`config.mk`:
```
export PLATFORM = sky130hd
export DESIGN_NAME = gdrv_top
export DESIGN_NICKNAME = d
export VERILOG_FILES = /design/src/gdrv_pkg.sv /design/src/gdrv_spi_if.sv /design/src/gdrv_spi.sv /design/src/gdrv_top.sv
export SDC_FILE = /design/constraint.sdc
export NUM_CORES = 1
export LEC_CHECK = 0
export ABC_CLOCK_PERIOD_IN_PS = 2300
export CELL_PAD_IN_SITES_DETAIL_PLACEMENT = 0
export CELL_PAD_IN_SITES_GLOBAL_PLACEMENT = 1
export CORE_AREA = 2 2 214 216
export DETAILED_ROUTE_END_ITERATION = 7
export DIE_AREA = 0 0 216 218
export DONT_BUFFER_PORTS = 1
export GPL_ROUTABILITY_DRIVEN = 0
export PLACE_DENSITY_LB_ADDON = 0.3
export SYNTH_ARGS = -nofsm -noshare
export SYNTH_HDL_FRONTEND = slang
export SYNTH_HIERARCHICAL = 1
export SYNTH_SLANG_ARGS = --single-unit
```
`constraint.sdc`:
```
create_clock -name clk_sys -period 2.3 [get_ports clk_sys]
set_input_delay 0.575 -clock clk_sys [delete_from_list [all_inputs] [get_ports clk_sys]]
set_output_delay 0.575 -clock clk_sys [all_outputs]
set_load 0.01 [all_outputs]
```
`src/gdrv_pkg.sv`:
```
`default_nettype none
package gdrv_pkg;
  // device clock
  localparam int CLK_PERIOD_NS  = 4;
  // delay times in ns, plain defaults
  localparam int SLEEP_DELAY_NS = 2000;
  localparam int WAKE_DELAY_NS  = 2000;
  localparam int RST_PULSE_NS   = 800;
  localparam int RETRY_NS       = 4000;
  localparam int GATE_WIN_NS    = 1000;
  // least times round up, the reset window is a longest time and rounds down
  localparam int SLEEP_DELAY_CYC = (SLEEP_DELAY_NS + CLK_PERIOD_NS - 1) / CLK_PERIOD_NS;
  localparam int WAKE_DELAY_CYC  = (WAKE_DELAY_NS + CLK_PERIOD_NS - 1) / CLK_PERIOD_NS;
  localparam int RST_PULSE_CYC   = RST_PULSE_NS / CLK_PERIOD_NS;
  localparam int RETRY_CYC       = (RETRY_NS + CLK_PERIOD_NS - 1) / CLK_PERIOD_NS;
  localparam int GATE_WIN_CYC    = (GATE_WIN_NS + CLK_PERIOD_NS - 1) / CLK_PERIOD_NS;
  localparam int CNT_W           = 16;
  // serial frame
  localparam int FRAME_BITS = 16;
  localparam int CMD_BITS   = 5;
  localparam int DATA_W     = 11;
  localparam int ADDR_W     = 4;
  localparam int RW_BIT     = 15;
  // register addresses
  localparam logic [ADDR_W-1:0] ADDR_STAT1 = 4'h0;
  localparam logic [ADDR_W-1:0] ADDR_STAT2 = 4'h1;
  localparam logic [ADDR_W-1:0] ADDR_DRV   = 4'h2;
  localparam logic [ADDR_W-1:0] ADDR_OCP   = 4'h5;
  localparam logic [ADDR_W-1:0] ADDR_CSA   = 4'h6;
  localparam logic [ADDR_W-1:0] CTRL_FIRST = 4'h2;
  localparam logic [ADDR_W-1:0] CTRL_LAST  = 4'h6;
  localparam int                CTRL_NUM   = 5;
  localparam logic [DATA_W-1:0] CTRL_RESET = 11'h000;
  // field positions
  localparam int S1_FAULT     = 10;
  localparam int S1_GDF       = 8;
  localparam int S1_OVERHEAT_SHUTDOWN      = 6;
  localparam int S2_OTW       = 7;
  localparam int DRV_GDF_DIS  = 8;
  localparam int DRV_OVERHEAT_WARN_TO_PIN  = 7;
  localparam int DRV_CLR      = 0;
  localparam int OVERCURRENT_MODE_SEL_LSB = 6;
  localparam int CSA_SEN_DIS  = 5;
  typedef enum logic [1:0] {
    OCP_LATCH  = 2'b00,
    OCP_RETRY  = 2'b01,
    OCP_REPORT = 2'b10,
    OCP_OFF    = 2'b11
  } gdrv_overcurrent_mode_sel_t;
  typedef enum logic [4:0] {
    PWR_OPER  = 5'b00001,
    PWR_LOW   = 5'b00010,
    PWR_SHUT  = 5'b00100,
    PWR_SLEEP = 5'b01000,
    PWR_WAKE  = 5'b10000
  } gdrv_pwr_t;
endpackage : gdrv_pkg
`default_nettype wire

```
`src/gdrv_spi_if.sv`:
```
`timescale 1ns/1ps
`default_nettype none
interface gdrv_spi_if;
  import gdrv_pkg::*;
  logic              spi_en;
  logic [ADDR_W-1:0] rd_addr;
  logic [DATA_W-1:0] rd_data;
  logic              wr_en;
  logic [ADDR_W-1:0] wr_addr;
  logic [DATA_W-1:0] wr_data;
  logic              frame_err;
  modport ctrl (output spi_en, rd_data, input rd_addr, wr_en, wr_addr, wr_data, frame_err);
  modport link (input spi_en, rd_data, output rd_addr, wr_en, wr_addr, wr_data, frame_err);
endinterface : gdrv_spi_if
`default_nettype wire

```
`src/gdrv_spi.sv`:
```
`timescale 1ns/1ps
`default_nettype none
module gdrv_spi import gdrv_pkg::*; (
  // clock and reset
  input  wire logic clk_sys,
  input  wire logic rst_n,
  // serial pins
  input  wire logic sclk,
  input  wire logic chip_select_n,
  input  wire logic sdi,
  output logic      sdo,
  output logic      sdo_oe,
  // register side
  gdrv_spi_if.link  bus
);
  logic [2:0]        pin_meta;
  logic [2:0]        pin_sync;
  logic              prev_sclk;
  logic              prev_cs;
  logic [4:0]        bit_cnt;
  logic [4:0]        next_bit_cnt;
  logic [FRAME_BITS-1:0] shift_in;
  logic [FRAME_BITS-1:0] next_shift_in;
  logic [DATA_W-1:0] shift_out;
  logic [DATA_W-1:0] next_shift_out;
  logic              next_sdo;
  logic              next_sdo_oe;
  logic              wr_en;
  logic              next_wr_en;
  logic              frame_err;
  logic              next_frame_err;
  logic              s_sclk;
  logic              s_cs;
  logic              s_sdi;

  assign s_sclk = pin_sync[2];
  assign s_cs = pin_sync[1];
  assign s_sdi = pin_sync[0];
  // address bits sit in the low bits once five bits are in
  assign bus.rd_addr = shift_in[ADDR_W-1:0];
  assign bus.wr_en = wr_en;
  assign bus.wr_addr = shift_in[FRAME_BITS-2 -: ADDR_W];
  assign bus.wr_data = shift_in[DATA_W-1:0];
  assign bus.frame_err = frame_err;

  always_comb begin
    next_bit_cnt = bit_cnt;
    next_shift_in = shift_in;
    next_shift_out = shift_out;
    next_sdo = sdo;
    next_sdo_oe = sdo_oe;
    next_wr_en = 1'b0;
    next_frame_err = 1'b0;
    if (!bus.spi_en) begin
      next_bit_cnt = 5'h00;
      next_sdo = 1'b0;
      next_sdo_oe = 1'b0;
    end else if (!s_cs && prev_cs) begin
      next_bit_cnt = 5'h00;
      next_sdo = 1'b0;
      next_sdo_oe = 1'b1;
    end else if (s_cs && !prev_cs) begin
      next_sdo_oe = 1'b0;
      // last data bit must not linger into the next frame's header
      next_sdo = 1'b0;
      if (bit_cnt == 5'(FRAME_BITS)) begin
        next_wr_en = !shift_in[RW_BIT];
      end else begin
        next_frame_err = 1'b1;
      end
    end else if (!s_cs) begin
      if (!s_sclk && prev_sclk) begin
        next_shift_in = {shift_in[FRAME_BITS-2:0], s_sdi};
        if (bit_cnt != 5'h1f) begin
          next_bit_cnt = bit_cnt + 1'b1;
        end
      end else if (s_sclk && !prev_sclk) begin
        if (bit_cnt == 5'(CMD_BITS)) begin
          // snapshot taken before any write of this frame lands
          next_sdo = bus.rd_data[DATA_W-1];
          next_shift_out = {bus.rd_data[DATA_W-2:0], 1'b0};
        end else if (bit_cnt > 5'(CMD_BITS)) begin
          next_sdo = shift_out[DATA_W-1];
          next_shift_out = {shift_out[DATA_W-2:0], 1'b0};
        end else begin
          next_sdo = 1'b0;
        end
      end
    end
  end

  always_ff @(posedge clk_sys or negedge rst_n) begin
    if (!rst_n) begin
      // idle levels: clock low, select high, so no false edge follows reset
      pin_meta <= 3'h2;
      pin_sync <= 3'h2;
      prev_sclk <= 1'b0;
      prev_cs <= 1'b1;
      bit_cnt <= 5'h00;
      shift_in <= 16'h0000;
      shift_out <= 11'h000;
      sdo <= 1'b0;
      sdo_oe <= 1'b0;
      wr_en <= 1'b0;
      frame_err <= 1'b0;
    end else begin
      pin_meta <= {sclk, chip_select_n, sdi};
      pin_sync <= pin_meta;
      prev_sclk <= s_sclk;
      prev_cs <= s_cs;
      bit_cnt <= next_bit_cnt;
      shift_in <= next_shift_in;
      shift_out <= next_shift_out;
      sdo <= next_sdo;
      sdo_oe <= next_sdo_oe;
      wr_en <= next_wr_en;
      frame_err <= next_frame_err;
    end
  end
endmodule : gdrv_spi
`default_nettype wire

```
`src/gdrv_top.sv`:
```
// Overview of operation
// - retry mode: gates off, alarm, flags latched, all released after retry interval
// - report mode: gates keep running, alarm and flags held until gone and cleared
// - mode 11b or sense disable ignores sense events, separate from other monitors
// - gate not following drive within window: all gates off, alarm, flags latched
// - gate fault restarts after condition gone and clear; disable bit suppresses it
// - overheat warning flag follows temperature; drives alarm only if enabled
// - overheat shutdown: gates and charge pump off, alarm, latched flag until clear
// - enable low: after sleep delay, drivers, pump, regulator and serial port off
// - enable high wakes the device; controller waits wake delay before inputs
// - alarm held low while regulators come up or go down, bounded by delays
// - enable high: operating, pump, regulators and serial on, inputs latched
// - short low pulse on enable clears faults; long low starts shutdown
// - frames are 16 bits: 5 command bits then 11 data bits
// - select high: serial clock and data ignored, data out released
// - data sampled on falling clock edge, changed on rising edge
// - most significant bit first in both directions
// - frame not exactly 16 clocks: frame error, nothing written
// - bit 15 direction, bits 14 to 11 address, bits 10 to 0 data
// - output data is register content as it stood before the frame
// - summary flag is the OR of sense and gate fault flags, live overheat shutdown and routed warning; the alarm pin also goes low during power transitions
`timescale 1ns/1ps
`default_nettype none
module gdrv_top import gdrv_pkg::*; #(
  parameter int SLEEP_CYC = SLEEP_DELAY_CYC,
  parameter int WAKE_CYC  = WAKE_DELAY_CYC,
  parameter int RST_CYC   = RST_PULSE_CYC,
  parameter int RETRY_LEN = RETRY_CYC,
  parameter int GATE_LEN  = GATE_WIN_CYC
) (
  // clock and reset
  input  wire logic       clk_sys,
  input  wire logic       rst_n,
  // power control
  input  wire logic       enable,
  output logic            charge_pump_en,
  output logic            logic_reg_en,
  // serial port
  input  wire logic       sclk,
  input  wire logic       chip_select_n,
  input  wire logic       sdi,
  output logic            sdo,
  output logic            sdo_oe,
  output logic            spi_frame_error,
  // gate command inputs and gate feedback, index 2 is phase a
  input  wire logic [2:0] pwm_hi_in,
  input  wire logic [2:0] pwm_lo_in,
  input  wire logic [2:0] gate_fb_hi,
  input  wire logic [2:0] gate_fb_lo,
  // gate outputs
  output logic [2:0]      high_gate_out,
  output logic [2:0]      low_gate_out,
  // monitors
  input  wire logic [2:0] sense_trip,
  input  wire logic       overheat_warn_in,
  input  wire logic       overheat_shutdown,
  // alarm
  output logic            alarm_out_n
);
  function automatic logic [5:0] interleave(input logic [2:0] hi, input logic [2:0] lo);
    interleave = {hi[2], lo[2], hi[1], lo[1], hi[0], lo[0]};
  endfunction : interleave

  function automatic logic in_ctrl(input logic [ADDR_W-1:0] addr);
    in_ctrl = (addr >= CTRL_FIRST) && (addr <= CTRL_LAST);
  endfunction : in_ctrl

  function automatic logic [2:0] ctrl_idx(input logic [ADDR_W-1:0] addr);
    logic [ADDR_W-1:0] diff;
    diff = addr - CTRL_FIRST;
    ctrl_idx = diff[2:0];
  endfunction : ctrl_idx

  localparam logic [2:0] DRV_IDX = 3'(ADDR_DRV - CTRL_FIRST);
  localparam logic [2:0] OCP_IDX = 3'(ADDR_OCP - CTRL_FIRST);
  localparam logic [2:0] CSA_IDX = 3'(ADDR_CSA - CTRL_FIRST);

  gdrv_spi_if bus ();

  gdrv_spi u_spi (
    .clk_sys       (clk_sys),
    .rst_n         (rst_n),
    .sclk          (sclk),
    .chip_select_n (chip_select_n),
    .sdi           (sdi),
    .sdo           (sdo),
    .sdo_oe        (sdo_oe),
    .bus           (bus.link)
  );

  // pin synchronisers; every monitor and command pin is asynchronous
  logic [17:0] pin_meta;
  logic [17:0] pin_sync;
  logic        en_s;
  logic        otw_s;
  logic        overheat_shutdown_s;
  logic [2:0]  sense_s;
  logic [5:0]  fb_s;
  logic [5:0]  cmd_s;

  assign en_s = pin_sync[17];
  assign otw_s = pin_sync[16];
  assign overheat_shutdown_s = pin_sync[15];
  assign sense_s = pin_sync[14:12];
  assign fb_s = pin_sync[11:6];
  assign cmd_s = pin_sync[5:0];

  always_ff @(posedge clk_sys or negedge rst_n) begin
    if (!rst_n) begin
      // enable idles high; a low reset value would start a shutdown at release
      pin_meta <= 18'h20000;
      pin_sync <= 18'h20000;
    end else begin
      pin_meta <= {enable, overheat_warn_in, overheat_shutdown, sense_trip,
                   interleave(gate_fb_hi, gate_fb_lo), interleave(pwm_hi_in, pwm_lo_in)};
      pin_sync <= pin_meta;
    end
  end

  // power sequencing
  gdrv_pwr_t        state;
  gdrv_pwr_t        next_state;
  logic [CNT_W-1:0] pwr_cnt;
  logic [CNT_W-1:0] next_pwr_cnt;
  logic             rst_pulse;
  logic             next_rst_pulse;
  logic             awake;
  logic             operating;
  logic             power_trans;

  assign awake = (state != PWR_SLEEP);
  assign operating = (state == PWR_OPER) || (state == PWR_LOW);
  assign power_trans = (state == PWR_SHUT) || (state == PWR_WAKE);

  always_comb begin
    next_state = state;
    next_pwr_cnt = pwr_cnt + 1'b1;
    next_rst_pulse = 1'b0;
    unique case (state)
      PWR_OPER: begin
        next_pwr_cnt = '0;
        if (!en_s) begin
          next_state = PWR_LOW;
        end
      end
      PWR_LOW: begin
        if (en_s) begin
          // short low phase: clear faults only, settings and regulators untouched
          next_state = PWR_OPER;
          next_rst_pulse = 1'b1;
          next_pwr_cnt = '0;
        end else if (pwr_cnt == CNT_W'(RST_CYC)) begin
          next_state = PWR_SHUT;
        end
      end
      PWR_SHUT: begin
        // once committed the shutdown runs to sleep even if enable returns
        if (pwr_cnt == CNT_W'(SLEEP_CYC)) begin
          next_state = PWR_SLEEP;
          next_pwr_cnt = '0;
        end
      end
      PWR_SLEEP: begin
        next_pwr_cnt = '0;
        if (en_s) begin
          next_state = PWR_WAKE;
        end
      end
      PWR_WAKE: begin
        if (!en_s) begin
          next_state = PWR_SHUT;
          next_pwr_cnt = '0;
        end else if (pwr_cnt == CNT_W'(WAKE_CYC)) begin
          next_state = PWR_OPER;
          next_pwr_cnt = '0;
        end
      end
      default: begin
        next_state = PWR_WAKE;
        next_pwr_cnt = '0;
      end
    endcase
  end

  always_ff @(posedge clk_sys or negedge rst_n) begin
    if (!rst_n) begin
      state <= PWR_WAKE;
      pwr_cnt <= '0;
      rst_pulse <= 1'b0;
    end else begin
      state <= next_state;
      pwr_cnt <= next_pwr_cnt;
      rst_pulse <= next_rst_pulse;
    end
  end

  // control registers; the clear bit is self clearing and reads as zero
  logic [DATA_W-1:0] ctrl [CTRL_NUM];
  logic [DATA_W-1:0] next_ctrl [CTRL_NUM];
  logic              clr_wr;
  logic              next_clr_wr;
  logic              clear;

  assign clear = clr_wr || rst_pulse;

  always_comb begin
    next_ctrl = ctrl;
    next_clr_wr = 1'b0;
    if (bus.wr_en && in_ctrl(bus.wr_addr)) begin
      next_ctrl[ctrl_idx(bus.wr_addr)] = bus.wr_data;
      if (bus.wr_addr == ADDR_DRV) begin
        next_clr_wr = bus.wr_data[DRV_CLR];
        next_ctrl[DRV_IDX][DRV_CLR] = 1'b0;
      end
    end
  end

  always_ff @(posedge clk_sys or negedge rst_n) begin
    if (!rst_n) begin
      for (int i = 0; i < CTRL_NUM; i++) begin
        ctrl[i] <= CTRL_RESET;
      end
      clr_wr <= 1'b0;
    end else begin
      ctrl <= next_ctrl;
      clr_wr <= next_clr_wr;
    end
  end

  // protection and gate drive
  gdrv_overcurrent_mode_sel_t   mode;
  logic             sense_on;
  logic             gdf_dis;
  logic             overheat_warn_to_pin;
  logic [2:0]       sense_flag;
  logic [2:0]       next_sense_flag;
  logic [CNT_W-1:0] retry_cnt;
  logic [CNT_W-1:0] next_retry_cnt;
  logic [CNT_W-1:0] win_cnt [6];
  logic [CNT_W-1:0] next_win_cnt [6];
  logic [5:0]       vgs_flag;
  logic [5:0]       next_vgs_flag;
  logic             gdf_flag;
  logic             next_gdf_flag;
  logic             overheat_shutdown_flag;
  logic             next_overheat_shutdown_flag;
  logic [5:0]       cmd_latch;
  logic [5:0]       next_cmd_latch;
  logic [5:0]       gate;
  logic [5:0]       next_gate;
  logic             summary;
  logic             next_summary;
  logic             next_alarm_n;
  logic             next_pump;
  logic             next_frame_error;
  logic [5:0]       mism;
  logic [5:0]       hit;
  logic             sense_shut;
  logic             drive_ok;
  logic             fault_sum;

  assign mode = gdrv_overcurrent_mode_sel_t'(ctrl[OCP_IDX][OVERCURRENT_MODE_SEL_LSB +: 2]);
  assign sense_on = (mode != OCP_OFF) && !ctrl[CSA_IDX][CSA_SEN_DIS];
  assign gdf_dis = ctrl[DRV_IDX][DRV_GDF_DIS];
  assign overheat_warn_to_pin = ctrl[DRV_IDX][DRV_OVERHEAT_WARN_TO_PIN];
  assign high_gate_out = {gate[5], gate[3], gate[1]};
  assign low_gate_out = {gate[4], gate[2], gate[0]};
  assign bus.spi_en = awake;

  always_comb begin
    next_sense_flag = sense_flag;
    next_retry_cnt = '0;
    if (|sense_flag) begin
      if (mode == OCP_RETRY) begin
        next_retry_cnt = retry_cnt + 1'b1;
        if (retry_cnt == CNT_W'(RETRY_LEN)) begin
          next_sense_flag = 3'h0;
          next_retry_cnt = '0;
        end
      end else if (clear && !(|sense_s)) begin
        next_sense_flag = 3'h0;
      end
    end
    // a trip still present after expiry starts a fresh retry
    if (sense_on && operating) begin
      next_sense_flag = next_sense_flag | sense_s;
    end
    sense_shut = (|sense_flag) && ((mode == OCP_LATCH) || (mode == OCP_RETRY));

    for (int i = 0; i < 6; i++) begin
      mism[i] = awake && (gate[i] != fb_s[i]);
      hit[i] = (win_cnt[i] == CNT_W'(GATE_LEN));
      if (!mism[i]) begin
        next_win_cnt[i] = '0;
      end else if (hit[i]) begin
        next_win_cnt[i] = win_cnt[i];
      end else begin
        next_win_cnt[i] = win_cnt[i] + 1'b1;
      end
    end
    next_vgs_flag = vgs_flag;
    next_gdf_flag = gdf_flag;
    if (clear && !(|mism)) begin
      next_vgs_flag = 6'h00;
      next_gdf_flag = 1'b0;
    end
    if (!gdf_dis) begin
      next_vgs_flag = next_vgs_flag | hit;
      next_gdf_flag = next_gdf_flag || (|hit);
    end

    next_overheat_shutdown_flag = overheat_shutdown_flag;
    if (clear && !overheat_shutdown_s) begin
      next_overheat_shutdown_flag = 1'b0;
    end
    next_overheat_shutdown_flag = next_overheat_shutdown_flag || overheat_shutdown_s;

    drive_ok = operating && !sense_shut && !gdf_flag && !overheat_shutdown_s;
    next_cmd_latch = operating ? cmd_s : cmd_latch;
    next_gate = drive_ok ? cmd_latch : 6'h00;
    next_pump = awake && !overheat_shutdown_s;

    // the pin and the summary bit share one fault term; only the pin also goes low during power transitions
    fault_sum = (|sense_flag) || gdf_flag || overheat_shutdown_s || (otw_s && overheat_warn_to_pin);
    next_summary = fault_sum;
    next_alarm_n = !(fault_sum || power_trans);
    next_frame_error = (spi_frame_error && !clear) || bus.frame_err;
  end

  always_ff @(posedge clk_sys or negedge rst_n) begin
    if (!rst_n) begin
      sense_flag <= 3'h0;
      retry_cnt <= '0;
      for (int i = 0; i < 6; i++) begin
        win_cnt[i] <= '0;
      end
      vgs_flag <= 6'h00;
      gdf_flag <= 1'b0;
      overheat_shutdown_flag <= 1'b0;
      cmd_latch <= 6'h00;
      gate <= 6'h00;
      summary <= 1'b0;
      alarm_out_n <= 1'b0;
      charge_pump_en <= 1'b0;
      logic_reg_en <= 1'b0;
      spi_frame_error <= 1'b0;
    end else begin
      sense_flag <= next_sense_flag;
      retry_cnt <= next_retry_cnt;
      win_cnt <= next_win_cnt;
      vgs_flag <= next_vgs_flag;
      gdf_flag <= next_gdf_flag;
      overheat_shutdown_flag <= next_overheat_shutdown_flag;
      cmd_latch <= next_cmd_latch;
      gate <= next_gate;
      summary <= next_summary;
      alarm_out_n <= next_alarm_n;
      charge_pump_en <= next_pump;
      logic_reg_en <= awake;
      spi_frame_error <= next_frame_error;
    end
  end

  // register read; unmapped addresses read zero
  always_comb begin
    if (bus.rd_addr == ADDR_STAT1) begin
      bus.rd_data = '0;
      bus.rd_data[S1_FAULT] = summary;
      bus.rd_data[S1_GDF] = gdf_flag;
      bus.rd_data[S1_OVERHEAT_SHUTDOWN] = overheat_shutdown_flag;
    end else if (bus.rd_addr == ADDR_STAT2) begin
      bus.rd_data = {sense_flag, otw_s, 1'b0, vgs_flag};
    end else if (in_ctrl(bus.rd_addr)) begin
      bus.rd_data = ctrl[ctrl_idx(bus.rd_addr)];
    end else begin
      bus.rd_data = '0;
    end
  end
endmodule : gdrv_top
`default_nettype wire

```
# Word-level counts from Yosys, hierarchy flattened
# Index checks and enable logic that the tools add are counted.
classes:
  add_sub_neg: 11
  multipliers: 0
  div: 0
  magnitude_cmp: 8
  n_eq_ne: 47
  shift: 0
  mux: 79
  n_bitwise: 8
  n_reduce_logical: 62
ops:
  columns: ["operator", "count"]
  rows:
  - ["$mux W16", 18]
  - ["$add A16 B1 Y16 const B", 8]
  - ["$eq A16 B8 Y1 const B", 7]
  - ["$mux W11", 8]
  - ["$mux W5", 13]
  - ["$bwmux W55", 1]
  - ["$pmux W16 S3", 1]
  - ["$bmux W11 S3", 1]
  - ["$demux W11 S3", 1]
  - ["$mux W1", 27]
  - ["$logic_and A1 B1 Y1", 26]
  - ["$pmux W5 S5", 1]
  - ["$mux W6", 3]
  - ["$ne A2 B2 Y1 const B", 9]
  - ["$eq A16 B10 Y1 const B", 1]
  - ["$eq A16 B9 Y1 const B", 1]
  - ["$mux W3", 5]
  - ["$logic_not A1 Y1", 13]
  - ["$reduce_or A6 Y1", 2]
  - ["$logic_or A1 B1 Y1", 11]
  - ["$eq A5 B3 Y1 const B", 2]
  - ["$eq A5 B5 Y1 const B", 2]
  - ["$reduce_and A5 Y1", 2]
  - ["$ne A3 B1 Y1 const B", 3]
  - ["33 further kinds", 49]
word_totals:
  ff_bits: 298
  latch_bits: 0
  ramBits: 0
  rom_bits: 0
  in_bits: 23
  out_inout_bits: 12
  word_cells: 255
  mem_count: 0

# Logic depth before layout (Yosys ltp)
# Gate-level depths: netlist of run 1.
depth:
  word_depth: 15
  depth_mapped: 11
  ltp_nobuf: 8

# By module
# The synthesis of run 1 kept the hierarchy.
modules_own_cells:
  columns: ["mod", "n_inst", "cells_each", "area_each_um2", "seq_area_each_um2"]
  rows:
  - ["gdrv_top", 1, 990, 11249.5, 6359.8]
  - ["gdrv_spi", 1, 173, 2038.2, 1079.8]

# Worst setup path after synthesis of run 1
# No wires, ideal clock.
synth_path:
  path_type: "register -> register"
  start: "register state[4]"
  end: "register u_spi.shift_in[0]"
  setup_time_ns: 0.125
  arrival_ns: 2.136
  t_required_ns: 2.175
  slack_ns: 0.039
  path_stages_with_launch: 8
  n_path_buf: 2
  period_less_slack_ns: 2.261
  path_cell_list: "dfstp_2 > nor2_1 > nand3_1 > clkbuf_1 > nand3b_4 > nor3b_4 > buf_6 > mux2_2"
synth_between:
  elab_chain_len: 2
synth_lines:
  columns: ["element", "line", "rtl"]
  rows:
  - ["start: declaration", "gdrv_top.sv:121", "gdrv_pwr_t state;"]
  - ["start signal: assignment", "gdrv_top.sv:191", "state <= next_state;"]
  - ["$ne A5 B4 Y1", "gdrv_top.sv:131", "assign awake = (state != PWR_SLEEP);"]
  - ["via awake", "gdrv_top.sv:127", "logic awake;"]
  - ["$reduce_and A5 Y1 (no source line)", null, null]
  - ["end signal: assignment", "gdrv_spi.sv:112", "shift_in <= next_shift_in;"]
  - ["end: declaration", "gdrv_spi.sv:22", "logic [FRAME_BITS-1:0] shift_in;"]
# The timed path passes the listed nets, and every way through them passes these cells.
# A chain may end at the register's enable or synchronous reset.

# Final worst setup path of run 1
layout_path:
  start: "register win_cnt[80] (netlist bit)"
  end: "register win_cnt[80] (netlist bit)"
layout_between:
  elab_chain_len: 3
  elab_cells_between_ends: 5
  classes_between: "add/sub: 1; eq/ne: 2; mux: 2"
layout_lines:
  columns: ["element", "line", "rtl"]
  rows:
  - ["start: declaration", "gdrv_top.sv:239", "logic [CNT_W-1:0] win_cnt [6];"]
  - ["start signal: assignment", "gdrv_top.sv:350", "win_cnt <= next_win_cnt;"]
  - ["$add A16 B1 Y16", "gdrv_top.sv:298", "next_win_cnt[i] = win_cnt[i] + 1'b1;"]
  - ["$mux W16", "gdrv_top.sv:295", "end else if (hit[i]) begin"]
  - ["$mux W16", "gdrv_top.sv:293", "if (!mism[i]) begin"]
# Several ways; a longest one is shown, not always the timed one. The select of a mux whose other input is x is not followed.

==> results of run 1 <==
-- area by class of cell --
cell class	count	area (um^2)
clock inverters	16	297
clock buffers	50	1030
flip-flops and latches	297	7440
fillers	4538	29400
well taps	600	751
repair buffers	44	360
multi-input cells	790	5490
inverters	23	86.3
-- worst reg2reg max path: stages, from the launching register on --
cell and delay [ns]:
dfrtp_1 0.37, inv_1 0.06, ha_1 0.13, or4b_2 0.57, or4_1 0.54, buf_4 0.18
xnor2_1 0.13, nor2_1 0.05
-- cell usage in the layout, fill, tap and decap left out, types with 28 or more instances in the layout --
master	Yosys	layout
dfrtp_1	291	291
nor2_1	183	183
mux2_2	77	77
xor2_1	72	72
nand2_1	65	65
xnor2_1	46	46
nand3_1	45	45
buf_4	19	40
clkbuf_16	0	37
a21oi_1	28	28
-- metrics by stage --
stage | instance area (um^2) | instances | util
after floorplan | 13300 | 1163 | -
after global placement | 14100 | 1750 | 0.314
after detailed placement | 14100 | 1750 | 0.314
after CTS | 15400 | 1818 | 0.344
after global routing | 15500 | 1820 | 0.344
final | 15500 | 1820 | 0.344
-- power groups by stage --
stage	clock, mW	combinational [mW]	sequential, mW
3_3_place_gp	0	2.00	6.13
2_1_floorplan	0	1.50	5.98
5_1_grt	6.76	2.24	6.11
4_1_cts	6.57	2.03	6.04
6_report	6.34	2.01	6.04
3_5_place_dp	0	2.02	6.13
-- worst max-delay path by stage --
stage                        endpoint  slack [ns]  depth (start not counted)    startpoint
global route                 state[2]        0.02                          7    pwr_cnt[0]
CTS                      retry_cnt[2]        0.05                          7  retry_cnt[0]
detailed placement       retry_cnt[7]        0.06                          7  retry_cnt[0]
floorplan           u_spi/shift_in[0]        0.04                          7      state[4]
global placement         retry_cnt[3]        0.10                          7  retry_cnt[0]
finish                    win_cnt[80]        0.14                          7   win_cnt[80]
-- cells by family after synthesis --
family,after synthesis,share of synthesized area
muxes,101,0.0937
AOI/OAI and AO/OA,91,0.0444
buffers and inverters,76,0.0288
adders and majority gates,24,0.0226
DFF,297,0.560
xor gates and xnor gates,118,0.0778
and+or+nand+nor,456,0.173
-- flip-flops by register name (all words and copies together) (netlist names), 3 cells and up --
signal,cells
gate,6
vgs_flag,6
win_cnt,96
u_spi/bit_cnt,5
pwr_cnt,16
sense_flag,3
u_spi/shift_in,16
u_spi/shift_out,10
pin_sync,18
u_spi/pin_sync,3
cmd_latch,6
retry_cnt,16
u_spi/pin_meta,3
ctrl,55
pin_meta,18
state,5
-- per-layer routing --
metal,wire [um],vias up,part of all wire
li1,-,4073,-
met5,0,-,0
met4,618,0,0.023
met1,13200,4145,0.49
met3,1280,38,0.047
met2,12000,95,0.44
-- what timing repair did --
| action | in CTS | in global routing |
|---|---|---|
| hold endpoints to repair | 299 | 295 |
| endpoints found under the setup margin | 0 | 17 |
| setup buffers | 0 | 2 |
| resized for setup | 0 | 1 |
==> run metrics, run 1 <==
outcome=finished with violations; failing checks=negative hold slack; GR Util met2=0.183; hpwl dp=between 15,000 and 20,000 um; M3 GR Usage=0.0264; R2R Path Start=win_cnt[80]; cell area after synthesis=0.0133 mm^2; PD cells=between 900 and 1000 mW/mm^2; register area share after synthesis=0.560; CTS max path bufs=3; slowest stage delay, CP=0.57 ns; Die Area=between 0.04 and 0.05 mm^2; count leader, synth=dfrtp_1; Syn Inst Count=between 1,000 and 1,500; max-cap viol count=0; arrival time worst endpoint=around 2.6 ns; Synth top area share=0.548; Synth Area per Inst=roughly 11 um^2; Reg clk slew, reported paths=roughly 0.06 ns; fmax=463 MHz; Die Y=218 um; CP Max Fanout=5; Clk Latency, worst-skew pair=~0.55 ns; cts bufs inserted=36; crit-path cells=inv_1 > ha_1 > or4b_2 > or4_1 > buf_4 > xnor2_1 > nor2_1; kind of cell adding the most delay to the critical path=simple AND/OR/NAND/NOR gates; path type of the worst min-delay path=in -> async; vias in the first global route=about 8,700; GR Util met1=0.167; cells on worst reg2reg path=7; WL/cell=about 15 um; first-pass GRT wire length=roughly 46,000 um; RSZ-0062 raised after global routing=no; synth top area cells=dfrtp_1 (55%), mux2_2 (6.5%), nor2_1 (5.2%), xor2_1 (4.7%), xnor2_1 (3.0%); Final nets=around 1,200; Post-CTS Hold Buffers=2; Power Total=between 10 and 15 mW; Setup crit end kind=flip-flop; ratio of cells with drive above 1 in the final layout=0.175; Period Utilization, post-route=0.939; Detailed Route Iter0 Violations=between 300 and 400; Async S/R FF share, synth=1.00; post-synth cell types=just over 60; Startpoint Class=flip-flop; CTS tree=done; total iterations of the first detailed-routing run=4; GRT Util Overall=0.120; Layout area overhead=16.3%; worst slew pin tran=about 1.1 ns; EDFF count, synth=0; Post-synth top cells=dfrtp_1 (291), nor2_1 (183), mux2_2 (77); Mapped Nets=roughly 1,200; post-synth top area cell=dfrtp_1; end of the worst register-to-register path=win_cnt[80]; LEAKAGE=just under 7 nW; largest net degree at the start of global routing=approximately 300; via count=roughly 8,400; WL final=roughly 27,000 um; initial antenna violation count=0; Int Pwr=10.6 mW; Residual DRC=0; vias per inst=about 4.6; slowest cell on the critical path=or4b_2; Clock Skew=between 0.02 and 0.025 ns; worst path required time=roughly 2.7 ns; post-layout min period=between 2 and 2.5 ns; gr busiest metal=met2; sw frac=0.265; Yosys reg bits=a little under 300; Slew Limit Fails=0; # H-tree levels=2; Net Sw Power=3.81 mW; combinational power share=0.140; Place WS=between 0.06 and 0.07 ns; Bufs and invs on worst path=2; IO Port Bufs=0; Seq pwr share=0.420; Clock Power Share=0.440; Max IR drop VDD=roughly 0.59 mV; CTS Root Cell=clkbuf_16; Placeable Area=between 0.04 and 0.05 mm^2; final hold slack=-0.267 ns; I/O pin count=35; critical setup path kind=reg -> reg; slew margin rel.=0.259; R2R Setup Slk=roughly 0.14 ns; # clock sinks=about 300; final hold vios=291; Most used DFF post-synth=dfrtp_1; YS warnings=6; FP Rows=78; DIE WIDTH=216 um; setup TNS=0 ns; Setup-failing EPs final=0; grt ovf=0; setup ws final=roughly 0.14 ns; Starting Density=0.296; Detail Route Antenna Nets=0; Inserted Diodes=0
No activity file was read; power rests on OpenSTA's default activity.
==> inputs of run 2 (changes only) <==
--- a/config.mk
+++ b/config.mk
@@ -13,6 +13,7 @@
 export DIE_AREA = 0 0 216 218
 export DONT_BUFFER_PORTS = 1
 export GPL_ROUTABILITY_DRIVEN = 0
+export MAX_ROUTING_LAYER = met4
 export PLACE_DENSITY_LB_ADDON = 0.3
 export SYNTH_ARGS = -nofsm -noshare
 export SYNTH_HDL_FRONTEND = slang
==> run metrics, run 2 (synthesized netlist as in run 1, its figures left out) <==
outcome=finished with violations; failing checks=negative hold slack; WL/cell=between 10 and 15 um; PD cells=between 900 and 1000 mW/mm^2; CTS Root Cell=clkbuf_16; Largest regs=win_cnt x96, ctrl x55; IO Port Bufs=0; Clock Power Share=0.441; final hold slack=-0.269 ns; Layout area overhead=16.3%; commonest non-fill, non-tap cell in the layout=dfrtp_1; Seq pwr share=0.419; arrival time worst endpoint=approximately 2.6 ns; fmax=around 460 MHz; critical setup path kind=reg -> reg; # H-tree levels=2; Starting Density=0.296; Placeable Area=0.0449 mm^2; vias in the first global route=8,651; slowest cell on the critical path=or4b_2; Detail Route Antenna Nets=0; setup TNS=0 ns; CTS tree=done; Slew Limit Fails=0; Final nets=~1,200; slowest stage delay, CP=approximately 0.57 ns; CP Launch Point=win_cnt[80]; post-layout min period=between 2 and 2.5 ns; Setup crit end kind=flip-flop; Die Y=between 200 and 250 um; WL final=between 20,000 and 30,000 um; ratio of cells with drive above 1 in the final layout=0.175; setup ws final=approximately 0.14 ns; fillers=between 4,000 and 5,000; Clk Latency, worst-skew pair=0.55 ns; vias per inst=~4.6; max-cap viol count=0; largest net degree at the start of global routing=about 300; worst path required time=between 2 and 3 ns; path type of the worst min-delay path=in -> async; slew margin rel.=0.465; Die Area=about 0.047 mm^2; Max IR drop VDD=0.588 mV; Startpoint Class=flip-flop; # clock sinks=around 300; I/O pin count=35; total iterations of the first detailed-routing run=4; CP Max Fanout=5; FP Rows=between 70 and 80; initial antenna violation count=0; Int Pwr=10.6 mW; combinational power share=0.140; via count=8,326; R2R Path Start=win_cnt[80]; commonest non-fill, non-tap cells in the layout=dfrtp_1 (291), nor2_1 (183), mux2_2 (77); CTS max path bufs=3; R2R Setup Slk=~0.14 ns; Net Sw Power=between 3 and 4 mW; end of the worst register-to-register path=win_cnt[80]; Reg clk slew, reported paths=0.06 ns; RSZ-0062 raised after global routing=no; Post-CTS Hold Buffers=2; worst slew pin tran=roughly 0.8 ns; Period Utilization, post-route=0.940; sw frac=0.266; first-pass GRT wire length=between 40,000 and 50,000 um; cells on worst reg2reg path=7; cts bufs inserted=36; Residual DRC=0; Clock Skew=between 0.02 and 0.025 ns; grt ovf=0; Inserted Diodes=0; LEAKAGE=between 6 and 7 nW; GRT Util Overall=0.123; final hold vios=slightly below 300; DIE WIDTH=between 200 and 250 um; Biggest register=win_cnt; crit-path cells=inv_1 > ha_1 > or4b_2 > or4_1 > buf_4 > xnor2_1 > nor2_1; hpwl dp=roughly 17,000 um; Place WS=0.0614 ns; Setup-failing EPs final=0; Largest register FFs=96; Detailed Route Iter0 Violations=about 360; Power Total=around 14 mW
## run 2: cell counts in the layout (fill, tap and decap cells not counted)
Identical to the previous run, type by type.
## run 2: timing repair
| action | CTS | global route |
|---|---|---|
| resized for setup | 0 | 1 |
| endpoints found under the setup margin | 0 | 17 |
| buffers inserted | 0 | 2 |
| hold endpoints to repair | 299 | 295 |
## run 2: power by group through the flow
stage          registers, mW  logic [mW]  clock network, mW
6_report                6.04        2.02               6.35
4_1_cts                 6.04        2.03               6.57
2_1_floorplan           5.98        1.50                  0
5_1_grt                 6.11        2.24               6.76
3_5_place_dp            6.13        2.02                  0
3_3_place_gp            6.13        2.00                  0
## run 2: layout make-up
| cell class | count | area (um^2) | area share |
|---|---|---|---|
| inverter | 23 | 86.3 | 0.00559 |
| clock buffer | 50 | 1030 | 0.0670 |
| clock inverter | 16 | 297 | 0.0192 |
| sequential | 297 | 7440 | 0.481 |
| multi-input combinational | 790 | 5490 | 0.355 |
| timing repair buffer | 44 | 360 | 0.0233 |
| tap | 600 | 751 | 0.0486 |
## run 2: how the worst max path moves through the flow
stage                         to  slack [ns]
6_report             win_cnt[80]        0.14
5_1_grt                 state[2]        0.02
4_1_cts             retry_cnt[2]        0.05
3_5_place_dp        retry_cnt[7]        0.06
3_3_place_gp        retry_cnt[3]        0.10
2_1_floorplan  u_spi/shift_in[0]        0.04
## run 2: worst max-delay path: cells and delay by family (launching register included)
kind                     cells  cell delay (ns)
AND/OR/NAND/NOR              3             1.16
flip-flops                   1             0.37
buffers and inverters        2             0.24
adder cells (fa/ha/maj)      1             0.13
XOR/XNOR                     1             0.13
## run 2: layer usage
metal / track usage / routed length [um]
met4: 0.0434 / 573
met3: 0.0262 / 1020
met2: 0.183 / 12000
met5: - / 0
met1: 0.167 / 13600
## run 2: through the flow
| step | instance area [um^2] | hold WS [ns] | instances | util |
|---|---|---|---|---|
| after floorplan | 13300 | 0.279 | 1163 | - |
| after global placement | 14100 | 0.294 | 1750 | 0.314 |
| after detailed placement | 14100 | 0.293 | 1750 | 0.314 |
| after CTS | 15400 | -0.293 | 1818 | 0.344 |
| after global routing | 15500 | -0.296 | 1820 | 0.344 |
| final | 15500 | -0.269 | 1820 | 0.344 |
